File: src/fcac_pkg.sv
`default_nettype none
package fcac_pkg;
  // Register offsets on the microprocessor port
  localparam logic [11:0] FCAC_OFF_CRC_OPT = 12'h669;
  localparam logic [11:0] FCAC_OFF_ALARM = 12'h66A;
  localparam logic [11:0] FCAC_OFF_EST = 12'h66B;
  localparam logic [11:0] FCAC_OFF_SEST_HI = 12'h66C;
  localparam logic [11:0] FCAC_OFF_SEST_LO = 12'h66D;
  localparam logic [11:0] FCAC_OFF_LOC_EN = 12'h66E;
  localparam logic [7:0] FCAC_RESET_VAL = 8'h00;
  // Field positions of the CRC option register
  localparam int FCAC_CRC_DIR_BIT = 0;
  localparam int FCAC_CRC_LFA_BIT = 1;
  localparam int FCAC_CRC_MF_BIT = 2;
  localparam int FCAC_CRC_IW_BIT = 3;
  localparam int FCAC_CRC_REB_BIT = 4;
  localparam int FCAC_CRC_RA_BIT = 5;
  localparam int FCAC_CRC_RSA6_BIT = 6;
  localparam int FCAC_CRC_ASYM_BIT = 7;
  // Field positions of the alarm filter register
  localparam int FCAC_AF_SA6_BIT = 0;
  localparam int FCAC_AF_AIS_BIT = 1;
  localparam int FCAC_AF_FER_BIT = 2;
  localparam int FCAC_AF_LB_BIT = 3;
  localparam int FCAC_AF_REMOTE_ALARM_FILTER_BIT = 5;
  localparam int FCAC_AF_ESM_LO = 6;
  localparam int FCAC_AF_ESM_HI = 7;
  // Second evaluation selections
  localparam logic [1:0] FCAC_ESM_DEFAULT = 2'h0;
  localparam logic [1:0] FCAC_ESM_THRESH = 2'h1;
  localparam int FCAC_LOC_EN_W = 4;
  // Counts and limits
  localparam logic [9:0] FCAC_CRC_LIM_ESF = 10'h140;
  localparam logic [9:0] FCAC_CRC_LIM_CEPT = 10'h393;
  localparam logic [9:0] FCAC_REB_LIM = 10'h3DE;
  localparam logic [1:0] FCAC_A_RUN = 2'h3;
  localparam logic [15:0] FCAC_DEF_SES_CNT = 16'h0140;
  // Timers, in milliseconds, and the clock rate in kHz
  localparam int unsigned FCAC_CLK_KHZ = 100000;
  localparam int unsigned FCAC_T_MF_MS = 100;
  localparam int unsigned FCAC_T_IW_MS = 400;
  localparam int unsigned FCAC_T_MF_CYC = FCAC_T_MF_MS * FCAC_CLK_KHZ;
  localparam int unsigned FCAC_T_IW_CYC = FCAC_T_IW_MS * FCAC_CLK_KHZ;
  localparam int FCAC_TMR_W = 26;
endpackage : fcac_pkg
`default_nettype wire

File: src/fcac_cfg.sv
// Summary of operation
// Bit7 and bit0 select CRC direction
// Excess CRC errors per second flag misalignment
// Bit2 with bit0 runs 100 ms timer
// Bit3 with bit0 runs 400 ms search
// Bits4-6 run 990 FAR_END_BLOCK_ERROR counter restarts
// Alarm bit0 picks Sa6 monitoring sync
// Alarm bit1 picks AIS detection criterion
// DS1: bit2 adds signaling framing errors
// CEPT: bit2 counts FAS errors only
// CEPT: bit3 selects nailed-up loopback
// A-bit filter sets and clears alarm
// Bits7:6 select second evaluation rules
// Below ES threshold is no errored second
// Zero ES threshold disables ES monitor
// SES threshold sixteen bits, two bytes
// Zero SES threshold disables SES monitor
// Local event enables, upper bits zero
// All registers reset to zero
// Enabled local event forces ES and SES
// Software keeps reserved bits at zero
`timescale 1ns/10ps
`default_nettype none
module fcac_cfg
  import fcac_pkg::*;
#(
  parameter int unsigned T_MF_CYC = FCAC_T_MF_CYC,
  parameter int unsigned T_IW_CYC = FCAC_T_IW_CYC
)
(
  // Clock and reset
  input wire logic SYS_CLK,
  input wire logic RESETN,
  // Register port, synchronous to SYS_CLK
  input wire logic [11:0] REG_ADDR,
  input wire logic REG_WR,
  input wire logic REG_RD,
  input wire logic [7:0] REG_WDATA,
  output logic [7:0] REG_RDATA,
  // Framer status and event strobes
  input wire logic CEPT_MODE,
  input wire logic SEC_TICK,
  input wire logic CRC_ERR,
  input wire logic ERR_EVT,
  input wire logic EVT_SLIP,
  input wire logic EVT_AIS,
  input wire logic EVT_LMFA,
  input wire logic EVT_LFA,
  input wire logic MF_SEARCH_START,
  input wire logic MF_ALIGNED,
  input wire logic REB_IN,
  input wire logic SA6_FE_CODE,
  input wire logic A_BIT_STB,
  input wire logic A_BIT_VAL,
  // Decoded configuration
  output logic CRC_TX_EN,
  output logic CRC_RX_EN,
  output logic SYNC_SA6_MON,
  output logic AIS_ITU_SEL,
  output logic FT_FS_BOTH,
  output logic FAS_ONLY_COUNT,
  output logic NAILED_LB_SEL,
  // Results
  output logic LFA_CRC,
  output logic TIMER_EXPIRED,
  output logic [9:0] REB_COUNT,
  output logic REMOTE_ALARM,
  output logic ES_FLAG,
  output logic BES_FLAG,
  output logic SES_FLAG
);

  typedef struct packed {
    logic [7:0] crc_opt;
    logic [7:0] alarm;
    logic [7:0] est;
    logic [7:0] sest_hi;
    logic [7:0] sest_lo;
    logic [FCAC_LOC_EN_W-1:0] loc_en;
    logic [7:0] rdata;
    logic [9:0] crc_cnt;
    logic lfa_crc;
    logic [FCAC_TMR_W-1:0] tmr;
    logic tmr_on;
    logic tmr_exp;
    logic [9:0] reb_cnt;
    logic [1:0] a_ones;
    logic [1:0] a_zeros;
    logic rfa;
    logic [15:0] evt_cnt;
    logic loc_hit;
    logic es;
    logic bes;
    logic ses;
  } fcac_state_type;

  fcac_state_type st_r;
  fcac_state_type st_nxt;

  // Saturating run counter for A-bit filtering
  function automatic logic [1:0] fcac_run(input logic [1:0] cnt, input logic hit);
    fcac_run = hit ? ((cnt == FCAC_A_RUN) ? cnt : 2'(cnt + 2'h1)) : 2'h0;
  endfunction : fcac_run

  logic crc4_on;
  logic [9:0] crc_lim;
  logic [1:0] esm;
  logic [15:0] sest;
  logic loc_now;
  logic reb_restart;
  logic [15:0] cnt_now;

  // Mode decode; CRC-4 options need bit 7 clear and bit 0 set
  assign crc4_on = st_r.crc_opt[FCAC_CRC_DIR_BIT] & ~st_r.crc_opt[FCAC_CRC_ASYM_BIT];
  assign crc_lim = CEPT_MODE ? FCAC_CRC_LIM_CEPT : FCAC_CRC_LIM_ESF;
  assign esm = st_r.alarm[FCAC_AF_ESM_HI:FCAC_AF_ESM_LO];
  assign sest = {st_r.sest_hi, st_r.sest_lo};
  assign loc_now = |({EVT_SLIP, EVT_AIS, EVT_LMFA, EVT_LFA} & st_r.loc_en);
  assign reb_restart = (st_r.crc_opt[FCAC_CRC_RA_BIT] & A_BIT_STB & A_BIT_VAL)
                     | (st_r.crc_opt[FCAC_CRC_RSA6_BIT] & SA6_FE_CODE);
  assign cnt_now = st_r.evt_cnt;

  // Configuration outputs straight from the option registers
  assign CRC_TX_EN = st_r.crc_opt[FCAC_CRC_ASYM_BIT] ? ~st_r.crc_opt[FCAC_CRC_DIR_BIT]
                                                    : st_r.crc_opt[FCAC_CRC_DIR_BIT];
  assign CRC_RX_EN = st_r.crc_opt[FCAC_CRC_DIR_BIT];
  assign SYNC_SA6_MON = st_r.alarm[FCAC_AF_SA6_BIT];
  assign AIS_ITU_SEL = st_r.alarm[FCAC_AF_AIS_BIT];
  assign FT_FS_BOTH = ~CEPT_MODE & st_r.alarm[FCAC_AF_FER_BIT];
  assign FAS_ONLY_COUNT = CEPT_MODE & st_r.alarm[FCAC_AF_FER_BIT];
  assign NAILED_LB_SEL = CEPT_MODE & st_r.alarm[FCAC_AF_LB_BIT];
  assign REG_RDATA = st_r.rdata;
  assign LFA_CRC = st_r.lfa_crc;
  assign TIMER_EXPIRED = st_r.tmr_exp;
  assign REB_COUNT = st_r.reb_cnt;
  assign REMOTE_ALARM = st_r.rfa;
  assign ES_FLAG = st_r.es;
  assign BES_FLAG = st_r.bes;
  assign SES_FLAG = st_r.ses;

  // Next-state logic for the whole block
  always_comb
  begin
    st_nxt = st_r;
    st_nxt.lfa_crc = 1'b0;
    st_nxt.tmr_exp = 1'b0;
    st_nxt.es = 1'b0;
    st_nxt.bes = 1'b0;
    st_nxt.ses = 1'b0;
    // Register writes; reserved alarm bit 4 is stored as written
    if (REG_WR)
    begin
      unique case (REG_ADDR)
        FCAC_OFF_CRC_OPT: st_nxt.crc_opt = REG_WDATA;
        FCAC_OFF_ALARM: st_nxt.alarm = REG_WDATA;
        FCAC_OFF_EST: st_nxt.est = REG_WDATA;
        FCAC_OFF_SEST_HI: st_nxt.sest_hi = REG_WDATA;
        FCAC_OFF_SEST_LO: st_nxt.sest_lo = REG_WDATA;
        FCAC_OFF_LOC_EN: st_nxt.loc_en = REG_WDATA[FCAC_LOC_EN_W-1:0];
        default: ;
      endcase
    end
    // Registered read data; unmapped addresses read zero
    if (REG_RD)
    begin
      unique case (REG_ADDR)
        FCAC_OFF_CRC_OPT: st_nxt.rdata = st_r.crc_opt;
        FCAC_OFF_ALARM: st_nxt.rdata = st_r.alarm;
        FCAC_OFF_EST: st_nxt.rdata = st_r.est;
        FCAC_OFF_SEST_HI: st_nxt.rdata = st_r.sest_hi;
        FCAC_OFF_SEST_LO: st_nxt.rdata = st_r.sest_lo;
        FCAC_OFF_LOC_EN: st_nxt.rdata = {4'h0, st_r.loc_en};
        default: st_nxt.rdata = 8'h00;
      endcase
    end
    // CRC error count per second; one pulse when the limit is reached
    if (SEC_TICK)
      st_nxt.crc_cnt = {9'h000, CRC_ERR & crc4_on & st_r.crc_opt[FCAC_CRC_LFA_BIT]};
    else if (CRC_ERR && crc4_on && st_r.crc_opt[FCAC_CRC_LFA_BIT] && st_r.crc_cnt != crc_lim)
    begin
      st_nxt.crc_cnt = 10'(st_r.crc_cnt + 10'h001);
      st_nxt.lfa_crc = (10'(st_r.crc_cnt + 10'h001) == crc_lim);
    end
    // Multiframe timer; interworking search takes the longer period
    if (!crc4_on || !(st_r.crc_opt[FCAC_CRC_MF_BIT] | st_r.crc_opt[FCAC_CRC_IW_BIT]) || MF_ALIGNED)
      st_nxt.tmr_on = 1'b0;
    else if (MF_SEARCH_START)
    begin
      st_nxt.tmr_on = 1'b1;
      st_nxt.tmr = st_r.crc_opt[FCAC_CRC_IW_BIT] ? FCAC_TMR_W'(T_IW_CYC - 1)
                                                 : FCAC_TMR_W'(T_MF_CYC - 1);
    end
    else if (st_r.tmr_on)
    begin
      if (st_r.tmr == '0)
      begin
        st_nxt.tmr_on = 1'b0;
        st_nxt.tmr_exp = 1'b1;
      end
      else
        st_nxt.tmr = FCAC_TMR_W'(st_r.tmr - 1'b1);
    end
    // Far-end block error counter saturates at its limit
    if (!(crc4_on && st_r.crc_opt[FCAC_CRC_REB_BIT]) || reb_restart)
      st_nxt.reb_cnt = 10'h000;
    else if (REB_IN && st_r.reb_cnt != FCAC_REB_LIM)
      st_nxt.reb_cnt = 10'(st_r.reb_cnt + 10'h001);
    // Remote alarm filter, CEPT only
    if (!CEPT_MODE)
    begin
      st_nxt.rfa = 1'b0;
      st_nxt.a_ones = 2'h0;
      st_nxt.a_zeros = 2'h0;
    end
    else if (A_BIT_STB)
    begin
      st_nxt.a_ones = fcac_run(st_r.a_ones, A_BIT_VAL);
      st_nxt.a_zeros = fcac_run(st_r.a_zeros, ~A_BIT_VAL);
      if (A_BIT_VAL && st_r.a_ones == 2'h2)
        st_nxt.rfa = 1'b1;
      else if (!A_BIT_VAL && (st_r.alarm[FCAC_AF_REMOTE_ALARM_FILTER_BIT] || st_r.a_zeros == 2'h2))
        st_nxt.rfa = 1'b0;
    end
    // Per-second errored event accounting; events in the tick cycle open the new second
    if (SEC_TICK)
    begin
      st_nxt.evt_cnt = {15'h0000, ERR_EVT};
      st_nxt.loc_hit = loc_now;
      unique case (esm)
        FCAC_ESM_DEFAULT:
        begin
          st_nxt.ses = st_r.loc_hit | (cnt_now >= FCAC_DEF_SES_CNT);
          st_nxt.es = st_r.loc_hit | (cnt_now != 16'h0000);
          st_nxt.bes = ~st_nxt.ses & (cnt_now > 16'h0001);
        end
        FCAC_ESM_THRESH:
        begin
          st_nxt.es = st_r.loc_hit | ((st_r.est != 8'h00) & (cnt_now > {8'h00, st_r.est}));
          st_nxt.bes = 1'b0;
          st_nxt.ses = st_r.loc_hit | ((sest != 16'h0000) & (cnt_now > sest));
        end
        default: ; // Reserved selections judge nothing
      endcase
    end
    else
    begin
      if (ERR_EVT && st_r.evt_cnt != 16'hFFFF)
        st_nxt.evt_cnt = 16'(st_r.evt_cnt + 16'h0001);
      st_nxt.loc_hit = st_r.loc_hit | loc_now;
    end
  end

  // State register; every field clears on reset
  always_ff @(posedge SYS_CLK or negedge RESETN)
  begin
    if (!RESETN)
      st_r <= '0;
    else
      st_r <= st_nxt;
  end
endmodule : fcac_cfg
`default_nettype wire

File: config.mk
export PLATFORM = sky130hd
export DESIGN_NAME = fcac_cfg
export DESIGN_NICKNAME = d
export VERILOG_FILES = /design/src/fcac_pkg.sv /design/src/fcac_cfg.sv
export SDC_FILE = /design/constraint.sdc
export NUM_CORES = 1
export LEC_CHECK = 0
export ABC_AREA = 0
export BUFFER_PORTS_ARGS = -buffer_cell sky130_fd_sc_hd__buf_2
export CORE_UTILIZATION = 51
export CTS_CLUSTER_SIZE = 30
export DETAILED_ROUTE_END_ITERATION = 8
export PLACE_DENSITY_LB_ADDON = 0.08
export SLEW_MARGIN = 10
export SYNTH_ARGS = -nofsm -noshare
export SYNTH_HDL_FRONTEND = slang
export SYNTH_SLANG_ARGS = --single-unit
File: constraint.sdc
create_clock -name SYS_CLK -period 2.75 [get_ports SYS_CLK]
set_input_delay 0.1375 -clock SYS_CLK [delete_from_list [all_inputs] [get_ports SYS_CLK]]
set_output_delay 0.1375 -clock SYS_CLK [all_outputs]
set_load 0.05 [all_outputs]
==> results.txt, run 1 <==
The flow ran to the end, and the final reports show no timing, DRC or antenna violations. The number of port buffers came out at 68. The post-detailed-route DRC marker count came out at 0. The worst pin sits at a relative slew slack of 0.441. Synthesis produced a netlist with a net count of 864. During I/O placement, the number of pins put on the boundary was 69.

Setup repair after global routing left no endpoint under its margin. The data arrival at the endpoint of the critical path came out at 2760 ps. The number of distinct library cells after synthesis came out at 70.

In this run the cell area of the synthesized design comes to 7650 um2. In this run the critical register-to-register path is captured at st_r[53]. The worst-case vdd ir drop came out at 0.437 mV. The CTS sink count came out at 126. The total design power is 4.38 mW. The number of design-rule violations left by the first detailed-router iteration is 462. The share of cells above drive strength 1 is 0.202. The total wire length after detailed routing came out at 19500 um.

The cell type with the highest aggregate area in the netlist is dfrtp_1. The total inserted antenna cells is 0. The maximum fanout encountered on the critical timing path came out at 5. The clock buffer count from CTS is 17. The HPWL after detailed placement came out at 13800 um. The number of maximum-capacitance violations is 0. The starting density of the core came out at 0.525. The setup check on the worst reg-to-reg path leaves a slack of 260 ps. Clock skew on the completed layout was measured at 5.82 ps. The final weighted congestion of routability-driven global placement came out at 0.887. The top cell type's share of synthesized area came out at 0.412. Dividing the final minimum period by the clock period gives 0.905. The core region is 14600 um2. After synthesis, the most frequently instantiated cells are 126 x dfrtp_1, 78 x nor2_1, 53 x inv_1. In this run, synthesis produced a sequential element count of 126. The number of rows created at floorplan came out at 44.

The total number of vias came out at 6361. The final total negative setup slack is 0 ps. The total global routing overflow came out at 0. The worst setup path is launched from a register. Sorting the synthesized cells by area gives the leading types as dfrtp_1 41%, mux2_2 6.6%, ha_1 5.9%. For this run, the total global-route usage over all layers was measured as 0.260. STA puts the critical path data required time at 3020 ps.

The worst register-to-register path has a depth of 9. In this run the remaining antenna-violating nets after routing total 0. The main flop type after synthesis is dfrtp_1. The number of hold violations in the final report is 0. STA classifies the critical path endpoint as a register. The shortest period the worst path allows came out at 2490 ps. In this run the horizontal extent of the chip is 125 um.

The final layout contains 924 nets. In this run the worst hold path is classified as input pin to register. The maximum buffer depth of the clock tree is 2. The total count of max-transition violations in the final report is 0.

The average instance in the mapped netlist occupies 9.69 um2. The critical path is of the register to register type. The total of endpoints with negative setup slack in the final report came out at 0. The detailed-route vias per instance came out at 6.08. The yosys synthesis warning count is 0. The first global-routing pass estimated 32100 um of wire. The fraction of registers with async set or reset after synthesis came out at 1.00.

The depth of the CTS H-tree came out at 4. The floorplan die area came out at 15500 um2. Entering global routing, the biggest net connects 50 pins.

In this run the critical register-to-register path is launched from st_r[37]. The die outline height is 125 um. Of the synthesized area, sequential elements account for 0.412. The synthesized instance count is 790.

The area growth from synthesis to final layout came out at 13.9%. The tree is rooted in a clkbuf_16. The most common cell in the synthesized netlist is dfrtp_1.

For the pin with the worst max-slew slack, the measured transition is 838 ps. The number of global-route vias before repair is 6290. The critical path launch point is st_r[37]. The clock tree from TritonCTS is done. The initial antenna violation count came out at 0. The critical path endpoint is st_r[53]. The power density normalized to cell area is 502 nW/um2. For this run, the detailed router's first-pass iteration total came to 5. The maximum clock frequency came out at 402 MHz. In this run, synthesis inferred 0 flip-flops with an integrated enable. The clock transition time at the flip-flop clock pins of the worst setup and hold paths is 50 ps. In this run the static leakage power is 4.04 nW. The final routed wire length divided by cell count is 18.6 um. For the worst-skew pair, the clock arrives at the later sink with an insertion delay of 420 ps.
-- worst max-delay path, stage by stage (launching register included) --
cell and delay, ps:
dfrtp_1 400, inv_1 70, ha_1 220, nor3b_1 210
buf_4 160, nand3_1 90, a2111oi_0 710, buf_4 230
mux2i_1 160, o21ai_0 90
-- final cells by class --
type / count / area, um2
fillers: 1253 / 5870
multi-input cells: 563 / 4040
flip-flops and latches: 126 / 3150
repair buffers: 88 / 515
clock buffers: 24 / 492
well taps: 184 / 230
inverters: 54 / 203
clock inverters: 7 / 85.1
-- repair_timing --
item	in CTS	in global routing
resized for setup	0	0
hold endpoints to repair	48	0
hold buffers	4	0
setup buffers	0	0
-- stage by stage --
stage                     hold WS [ps]  cell area, um2  cells   util  setup slack (ps)
after global routing              32.3            8720   1046  0.598               100
after floorplan                   -158            7650    790      -               411
after detailed placement           206            8100   1011  0.555               256
after global placement             198            8100   1011  0.555               394
after CTS                        0.663            8720   1046  0.598               259
final                             25.7            8720   1046  0.598               262
-- routing by layer --
layer | GRT usage | wire [um] | vias to the layer above
li1 | - | - | 3013
met1 | 0.353 | 8850 | 3090
met2 | 0.409 | 9040 | 228
met3 | 0.0584 | 1240 | 30
met4 | 0.0921 | 357 | 0
met5 | 0 | 0 | -
-- sequential cells by signal (all words and copies together), names as in the netlist --
name / count
REMOTE_ALARM: 1
TIMER_EXPIRED: 1
SES_FLAG: 1
REG_RDATA: 8
LFA_CRC: 1
esm: 2
st_r: 65
CRC_RX_EN: 1
ES_FLAG: 1
sest: 16
AIS_ITU_SEL: 1
BES_FLAG: 1
REB_COUNT: 10
SYNC_SA6_MON: 1
cnt_now: 16
-- kinds of logic after synthesis --
logic type | after synthesis | synth area share
AND/OR/NAND/NOR | 268 | 0.190
AO/OA/AOI/OAI | 159 | 0.145
flip-flops | 126 | 0.412
buffers and inverters | 101 | 0.0601
multiplexers | 71 | 0.100
adder cells (fa/ha/maj) | 36 | 0.0588
XOR/XNOR | 29 | 0.0332
-- layout by cell type, fill, tap and decap left out, types with 5 or more instances in the layout --
cell | synthesis | layout
and4_1 | 6 | 6
nand4_1 | 25 | 25
inv_1 | 53 | 53
ha_1 | 36 | 36
mux2i_1 | 26 | 26
o31ai_1 | 6 | 6
xor2_1 | 21 | 21
nand2_1 | 33 | 33
o21ai_0 | 22 | 22
nand2b_1 | 9 | 9
dfrtp_1 | 126 | 126
buf_2 | 5 | 67
clkinv_2 | 0 | 5
nor3b_1 | 7 | 7
o221ai_1 | 9 | 9
a221oi_1 | 6 | 6
nand3_1 | 16 | 16
o2bb2ai_1 | 6 | 6
and2_1 | 8 | 8
mux2_2 | 45 | 45
nor2b_1 | 12 | 12
a21oi_1 | 36 | 36
clkbuf_16 | 0 | 17
nor4_1 | 14 | 14
and3_1 | 9 | 9
nor3_1 | 19 | 19
nor2_1 | 78 | 78
or3_1 | 7 | 7
buf_4 | 20 | 16
o22ai_1 | 6 | 6
a211oi_1 | 5 | 5
xnor2_1 | 8 | 8
a21o_1 | 6 | 6
o211ai_1 | 15 | 15
or4_1 | 5 | 5
-- power by group --
group | internal, mW | switching [mW]
sequential | 1.87 | 0.0171
combinational | 0.0953 | 0.182
clock | 1.42 | 0.794
total | 3.39 | 0.993
-- worst min-delay path by stage --
stage	start	end	cells after the start
after floorplan	RESETN	AIS_ITU_SEL	0
after global placement	RESETN	REB_COUNT[3]	1
after detailed placement	RESETN	REB_COUNT[3]	1
after CTS	REG_WDATA[7]	st_r[125]	3
after global routing	REG_WDATA[7]	st_r[125]	3
final	REG_WDATA[7]	st_r[125]	3
No activity file was read; power rests on OpenSTA's default activity.
==> run 2: changes to the inputs <==
--- a/config.mk
+++ b/config.mk
@@ -7,10 +7,11 @@
 export LEC_CHECK = 0
 export ABC_AREA = 0
 export BUFFER_PORTS_ARGS = -buffer_cell sky130_fd_sc_hd__buf_2
+export CAP_MARGIN = 15
 export CORE_UTILIZATION = 51
 export CTS_CLUSTER_SIZE = 30
 export DETAILED_ROUTE_END_ITERATION = 8
-export PLACE_DENSITY_LB_ADDON = 0.08
+export PLACE_DENSITY_LB_ADDON = 0.3
 export SLEW_MARGIN = 10
 export SYNTH_ARGS = -nofsm -noshare
 export SYNTH_HDL_FRONTEND = slang
==> run 2 against run 1 <==
Clock power up 2%. Non-clock buffer count down 1. Flip-flop and latch count unchanged. Setup slack better by 22 ps. Die area unchanged. Sequential power about the same. Power up 0.85%. Combinational power about the same. Routed wire length down 4.5%. Design area up 0.10%. First-iteration DRC count up 31%. Fmax up 0.90%. Critical path type unchanged. Critical endpoint is now st_r[62].
==> results.txt, run 2 (same netlist as run 1, synthesis figures left out) <==
The core outline area is 14600 um2. The clock share of power came out at 0.509. The signal on the critical path passes through or4_1 -> nor4_4 -> a211o_2 -> nand2_1 -> a221oi_1. The number of global-route vias before repair is 6120. Setup repair after global routing left no endpoint under its margin.

The endpoint kind of the worst setup timing path is a register. The largest individual stage delay along the critical path comes from the cell or4_1. The static leakage power came out at 4.04 nW.

In this design, the stage delay of the slowest critical-path cell is 690 ps. During I/O placement, the number of pins put on the boundary was 69. The share of total power dissipated in sequential elements is 0.428. In this run the register-to-register setup slack is 280 ps. The clock buffer count from CTS is 17. The net load switching power is 998 uW. The startpoint identified for the worst hold timing path is REG_WDATA[4]. Leaving out fill and tap cells, the most frequent cell in the layout is dfrtp_1. The shortest period the worst path allows is 2470 ps.

The root buffer cell chosen for the clock tree is clkbuf_16. The first-pass GRT wire length came out at 31900 um. Of the cells placed in the final design, the portion with a size suffix greater than 1 is 0.201.

Of the total power, combinational logic draws 0.063. The tightest hold path in the finished design has a slack of 30.8 ps. The total wire length after detailed routing came out at 18600 um. The final clock skew is 5.96 ps. The cell-internal power is 3.42 mW.

The worst-case vdd ir drop is 0.456 mV. The power density normalized to cell area came out at 506 nW/um2. The total of endpoints with negative setup slack in the final report came out at 0. For this configuration, the core starts out at a cell density of 0.525. The number of nets in the final layout came out at 923. The maximum buffer depth of the clock tree is 2.

The maximum fanout encountered on the critical timing path came out at 15. The count of nets left with antenna violations after detail routing came out at 0. The final routed wire length divided by cell count is 17.8 um.

The die outline height came out at 125 um. The critical path in this run is classified as register to register. The total number of vias came out at 6384. The data arrival at the endpoint of the critical path is 2770 ps. The tightest min-delay check is of the input pin to register type. The worst setup path is launched from a register. The total buffers and inverters traversed by the critical path is 0. The switching power share of the total is 0.226. In this run the number of H-tree levels came out at 4. The combined global-route utilization of all metal layers is 0.256. The CTS sink count is 126. The clock transition time at the flip-flop clock pins of the worst setup and hold paths is 60 ps. The final weighted congestion of routability-driven global placement is 0.895.

The part of the cycle the worst path needs came out at 0.897. The final total negative setup slack came out at 0 ps. The number of port buffers is 68.

The number of optimization iterations in the first detailed-route pass is 7. The cell count of the worst reg-to-reg path came out at 5. After detailed routing, the number of remaining DRC violations is 0. st_r holds more flip-flops than any other register. The total design power is 4.42 mW. The tool flagged a number of max-cap violations equal to 0. The number of rows created at floorplan came out at 44. The required time at the endpoint of the critical path is 3060 ps.

The setup slack at placement is 296 ps. The flow ran to the end, and the final reports show no timing, DRC or antenna violations. The total inserted antenna cells is 0. For the pin with the worst max-slew slack, the measured transition is 858 ps. The flip-flop count of the largest register after layout is 65. TritonCTS built the clock tree. In this run the critical register-to-register path is captured at st_r[62].

The maximum number of pins on one net before global-route repair is 71. The worst hold path terminates at st_r[106]. The total count of max-transition violations in the final report came out at 0. The headroom to the max-slew limit is 0.421. The kind of cell adding the most delay to the critical path is simple AND/OR/NAND/NOR gates.

The detailed-route vias per instance came out at 6.10. The width of the chip came out at 125 um. The worst hold path passes through 2 cells. The first routing iteration left 603 violations.

The maximum clock frequency is 406 MHz. The area growth from synthesis to final layout is 14.0%. The number of hold violations in the final report is 0. The floorplan die area is 15500 um2. In the layout the commonest cells are 126 x dfrtp_1, 78 x nor2_1, 67 x buf_2, 53 x inv_1, 45 x mux2_2.

The initial antenna violation count is 1. Setup slack closes at 284 ps. The HPWL after detailed placement came out at 13100 um. The total global routing overflow is 0.

The clock network latency to the later pin of the worst-skew pair is 420 ps. The startpoint identified for the worst register-to-register timing path is st_r[41].
==> run 2: cell count changes in the layout (fill, tap and decap cells not counted), sizes merged <==
cell and change:
clkbuf +2, clkinv -1, buf -1
==> run 2: routing by layer <==
metal / track usage / vias up / wire (um)
li1: - / 3011 / -
met1: 0.371 / 3127 / 8770
met2: 0.379 / 223 / 8320
met3: 0.0631 / 21 / 1270
met4: 0.0716 / 2 / 242
met5: 0 / - / 13
==> run 2: power groups by stage <==
stage          sequential [mW]  clock [mW]  combinational [mW]
2_1_floorplan             1.93           0               0.142
3_3_place_gp              1.92           0               0.270
3_5_place_dp              1.92           0               0.274
4_1_cts                   1.89        2.29               0.279
5_1_grt                   1.89        2.38               0.310
6_report                  1.89        2.25               0.276
==> run 2: how the worst max path moves through the flow <==
stage / depth (start not counted) / end / startpoint
floorplan: 6 / st_r[42] / CRC_RX_EN
global placement: 5 / st_r[51] / st_r[41]
detailed placement: 5 / st_r[44] / st_r[41]
CTS: 5 / st_r[51] / st_r[41]
global route: 9 / st_r[38] / st_r[37]
finish: 5 / st_r[62] / st_r[41]
==> run 2: timing repair <==
item / in CTS / in global routing
hold buffers: 4 / 0
gates resized for setup: 0 / 0
setup buffers: 0 / 0
hold endpoints to repair: 69 / 0
==> run 2: cell type report <==
type | instances | area [um2]
Fill cell | 1228 | 5860
Multi-Input combinational cell | 563 | 4040
Sequential cell | 126 | 3150
Timing Repair Buffer | 87 | 512
Clock buffer | 26 | 509
Tap cell | 184 | 230
Inverter | 54 | 203
Clock inverter | 6 | 80.1
==> run 2: worst register-to-register path: cells and delay by family (launching register included) <==
kind	cells	cell delay [ps]
AND/OR/NAND/NOR	3	1250
AO/OA/AOI/OAI	2	680
flip-flops	1	430
==> run 2: metrics by stage <==
step                      std cells   util  cell area [um2]
final                          1046  0.598             8730
after global routing           1046  0.598             8730
after CTS                      1046  0.598             8730
after detailed placement       1010  0.555             8100
after global placement         1010  0.555             8100
after floorplan                 790      -             7650
==> run 3: changes to the inputs <==
==> constraint.sdc (replaced) <==
create_clock -name SYS_CLK -period 2.5 [get_ports SYS_CLK]
set_input_delay 0.125 -clock SYS_CLK [delete_from_list [all_inputs] [get_ports SYS_CLK]]
set_output_delay 0.125 -clock SYS_CLK [all_outputs]
set_load 0.05 [all_outputs]
==> run 3 against run 2 <==
Non-clock buffer count rose by 10. Clock power up 15%. Hold slack got worse by 0.72 ps. Sequential power grew 10%.
==> results.txt, run 3 (same netlist as run 1, synthesis figures left out) <==
The flow ran to the end, and the final reports show no timing, DRC or antenna violations. In the final routed layout, each cell accounts on average for 17.9 um. The clock network latency to the later pin of the worst-skew pair is 420 ps. The total design power is 4.97 mW. The clock passes through at most 2 buffers. The total inserted antenna cells came out at 0.

The post-detailed-route DRC marker count is 0. The data arrival at the endpoint of the critical path is 2630 ps. The endpoint kind of the worst setup timing path is a register. For this run, the detailed router's first-pass iteration total came to 6.

The final clock skew came out at 4.49 ps. The total wire length after detailed routing came out at 18900 um. In the layout the commonest cells are 126 x dfrtp_1, 78 x nor2_1, 67 x buf_2, 53 x inv_1, 45 x mux2_2.

TritonCTS built the clock tree. The total number of vias is 6376. The tightest min-delay check is of the input pin to register type. The flip-flop count of the largest register after layout is 65. On the critical path the largest part of the delay comes from simple AND/OR/NAND/NOR gates. The maximum fanout encountered on the critical timing path is 9. Measured along the y axis, the die boundary spans 125 um. The total count of max-transition violations in the final report was 0. In this run the tightest slew margin relative to its limit is 0.558. Once layout is complete, the cells apart from fillers number 1056.

Entering global routing, the biggest net connects 52 pins. From synthesis to final layout, the design area changed by 15.6%. The number of hold violations in the final report came to 0.

After the last flow step, the layout net total stands at 933. The number of ports placed on the die boundary is 69. The maximum clock frequency is 427 MHz.

The floorplan step set the die width to 125 um. The instance count after placement with tap cells included came out at 1018. The depth of the CTS H-tree is 4. The HPWL after detailed placement came out at 13500 um. The number of global-route vias before repair came out at 6060. The total global routing overflow is 0. The critical path is of the register to register type. The part of the cycle the worst path needs came out at 0.937.

STA classifies the critical path startpoint as a register. On the critical path, the stage with the largest delay is an instance of or4_1. The final total negative setup slack came out at 0 ps. The floorplan die area came out at 15500 um2. During placement, the flow inserted port buffers numbering 68. Ranked by flip-flop count, first place goes to st_r. The total of endpoints with negative setup slack in the final report came out at 0. The first-pass GRT wire length came out at 31700 um. The static leakage power is 4.09 nW. The end-of-flow core utilization came out at 0.606. Clock tree synthesis found a total of 126 sinks. Of the cells placed in the final design, the portion with a size suffix greater than 1 is 0.213. At the worst endpoint, the required time is 2790 ps.

Setup repair after global routing left no endpoint under its margin. The largest stage delay on the critical path came out at 640 ps. The starting density of the core came out at 0.525. Leaving out fill and tap cells, the most frequent cell in the layout is dfrtp_1. The total buffers and inverters traversed by the critical path is 1. The measured slew at the worst slew-check pin came out at 647 ps. The tool flagged a number of max-cap violations equal to 0. For this run, the total global-route usage over all layers was measured as 0.257. The number of fill cells in the layout is 1227.

The clock buffer count from CTS came out at 17. The cell at the root of the clock tree is clkbuf_16. The clock transition time at the flip-flop clock pins of the worst setup and hold paths came out at 60 ps. The final weighted congestion of routability-driven global placement is 0.931. The power density normalized to cell area is 562 nW/um2. The critical path goes through or4_1 -> nor4_4 -> a21oi_2 -> o21ai_2 -> buf_4 -> a221oi_1. The count of nets left with antenna violations after detail routing is 0. Subtracting the final worst setup slack from the clock period gives 2340 ps. The detailed-route vias per instance came out at 6.04. The number of design-rule violations left by the first detailed-router iteration came out at 611.

The initial antenna violation count is 0. The core region is 14600 um2. Across the VDD grid, the largest voltage drop is 0.464 mV. The number of rows created at floorplan came out at 44.
[run 3: stage by stage]
stage               setup WS (ps)  instance area [um2]  hold WS, ps
detailed placement           65.1                 8170         90.2
global route                0.250                 8850         8.45
finish                        157                 8850         30.0
CTS                          80.3                 8820         3.07
floorplan                     161                 7650         -171
global placement              184                 8170         86.2
[run 3: path summary, 6_finish.rpt]
check | startpoint | end | slack, ps | depth (start not counted)
hold / removal | EVT_AIS | st_r[3] | 30 | 3
setup reg to reg | st_r[55] | st_r[51] | 160 | 6
max in group asynchronous | RESETN | sest[6] | 1550 | 3
setup / recovery | st_r[55] | st_r[51] | 160 | 6
hold reg to reg | st_r[60] | st_r[60] | 510 | 1
min in group asynchronous | RESETN | st_r[38] | 210 | 2
[run 3: worst min-delay path, stage by stage]
cell and delay, ps:
buf_2 90, a22oi_1 100, nand2_1 90
[run 3: metal layers]
layer / share of wire / wire (um) / up-vias / track usage
met1: 0.48 / 9030 / 3065 / 0.370
met3: 0.061 / 1150 / 38 / 0.0627
met5: 0 / 0 / - / 0
li1: - / - / 3044 / -
met4: 0.015 / 289 / 0 / 0.0787
met2: 0.45 / 8430 / 229 / 0.381
[run 3: power by group]
part / total [mW] / internal, mW / leakage [nW] / switching, mW
clock: 2.59 / 1.68 / 0.296 / 0.908
combinational: 0.301 / 0.105 / 2.11 / 0.196
sequential: 2.08 / 2.06 / 1.69 / 0.0198
[run 3: layout make-up]
class                   count  area, um2  area share
clock buffers              20        447      0.0505
clock inverters            12        168      0.0190
inverters                  54        203      0.0229
multi-input cells         563       4050       0.458
flip-flops and latches    126       3150       0.356
well taps                 184        230      0.0260
repair buffers             97        597      0.0675
[run 3: repair_timing]
| item | CTS | global route |
|---|---|---|
| endpoints found under the hold margin | 47 | 0 |
| setup buffers | 0 | 3 |
| setup endpoints to repair | 0 | 6 |
| gates resized for setup | 0 | 1 |
| hold buffers | 3 | 0 |
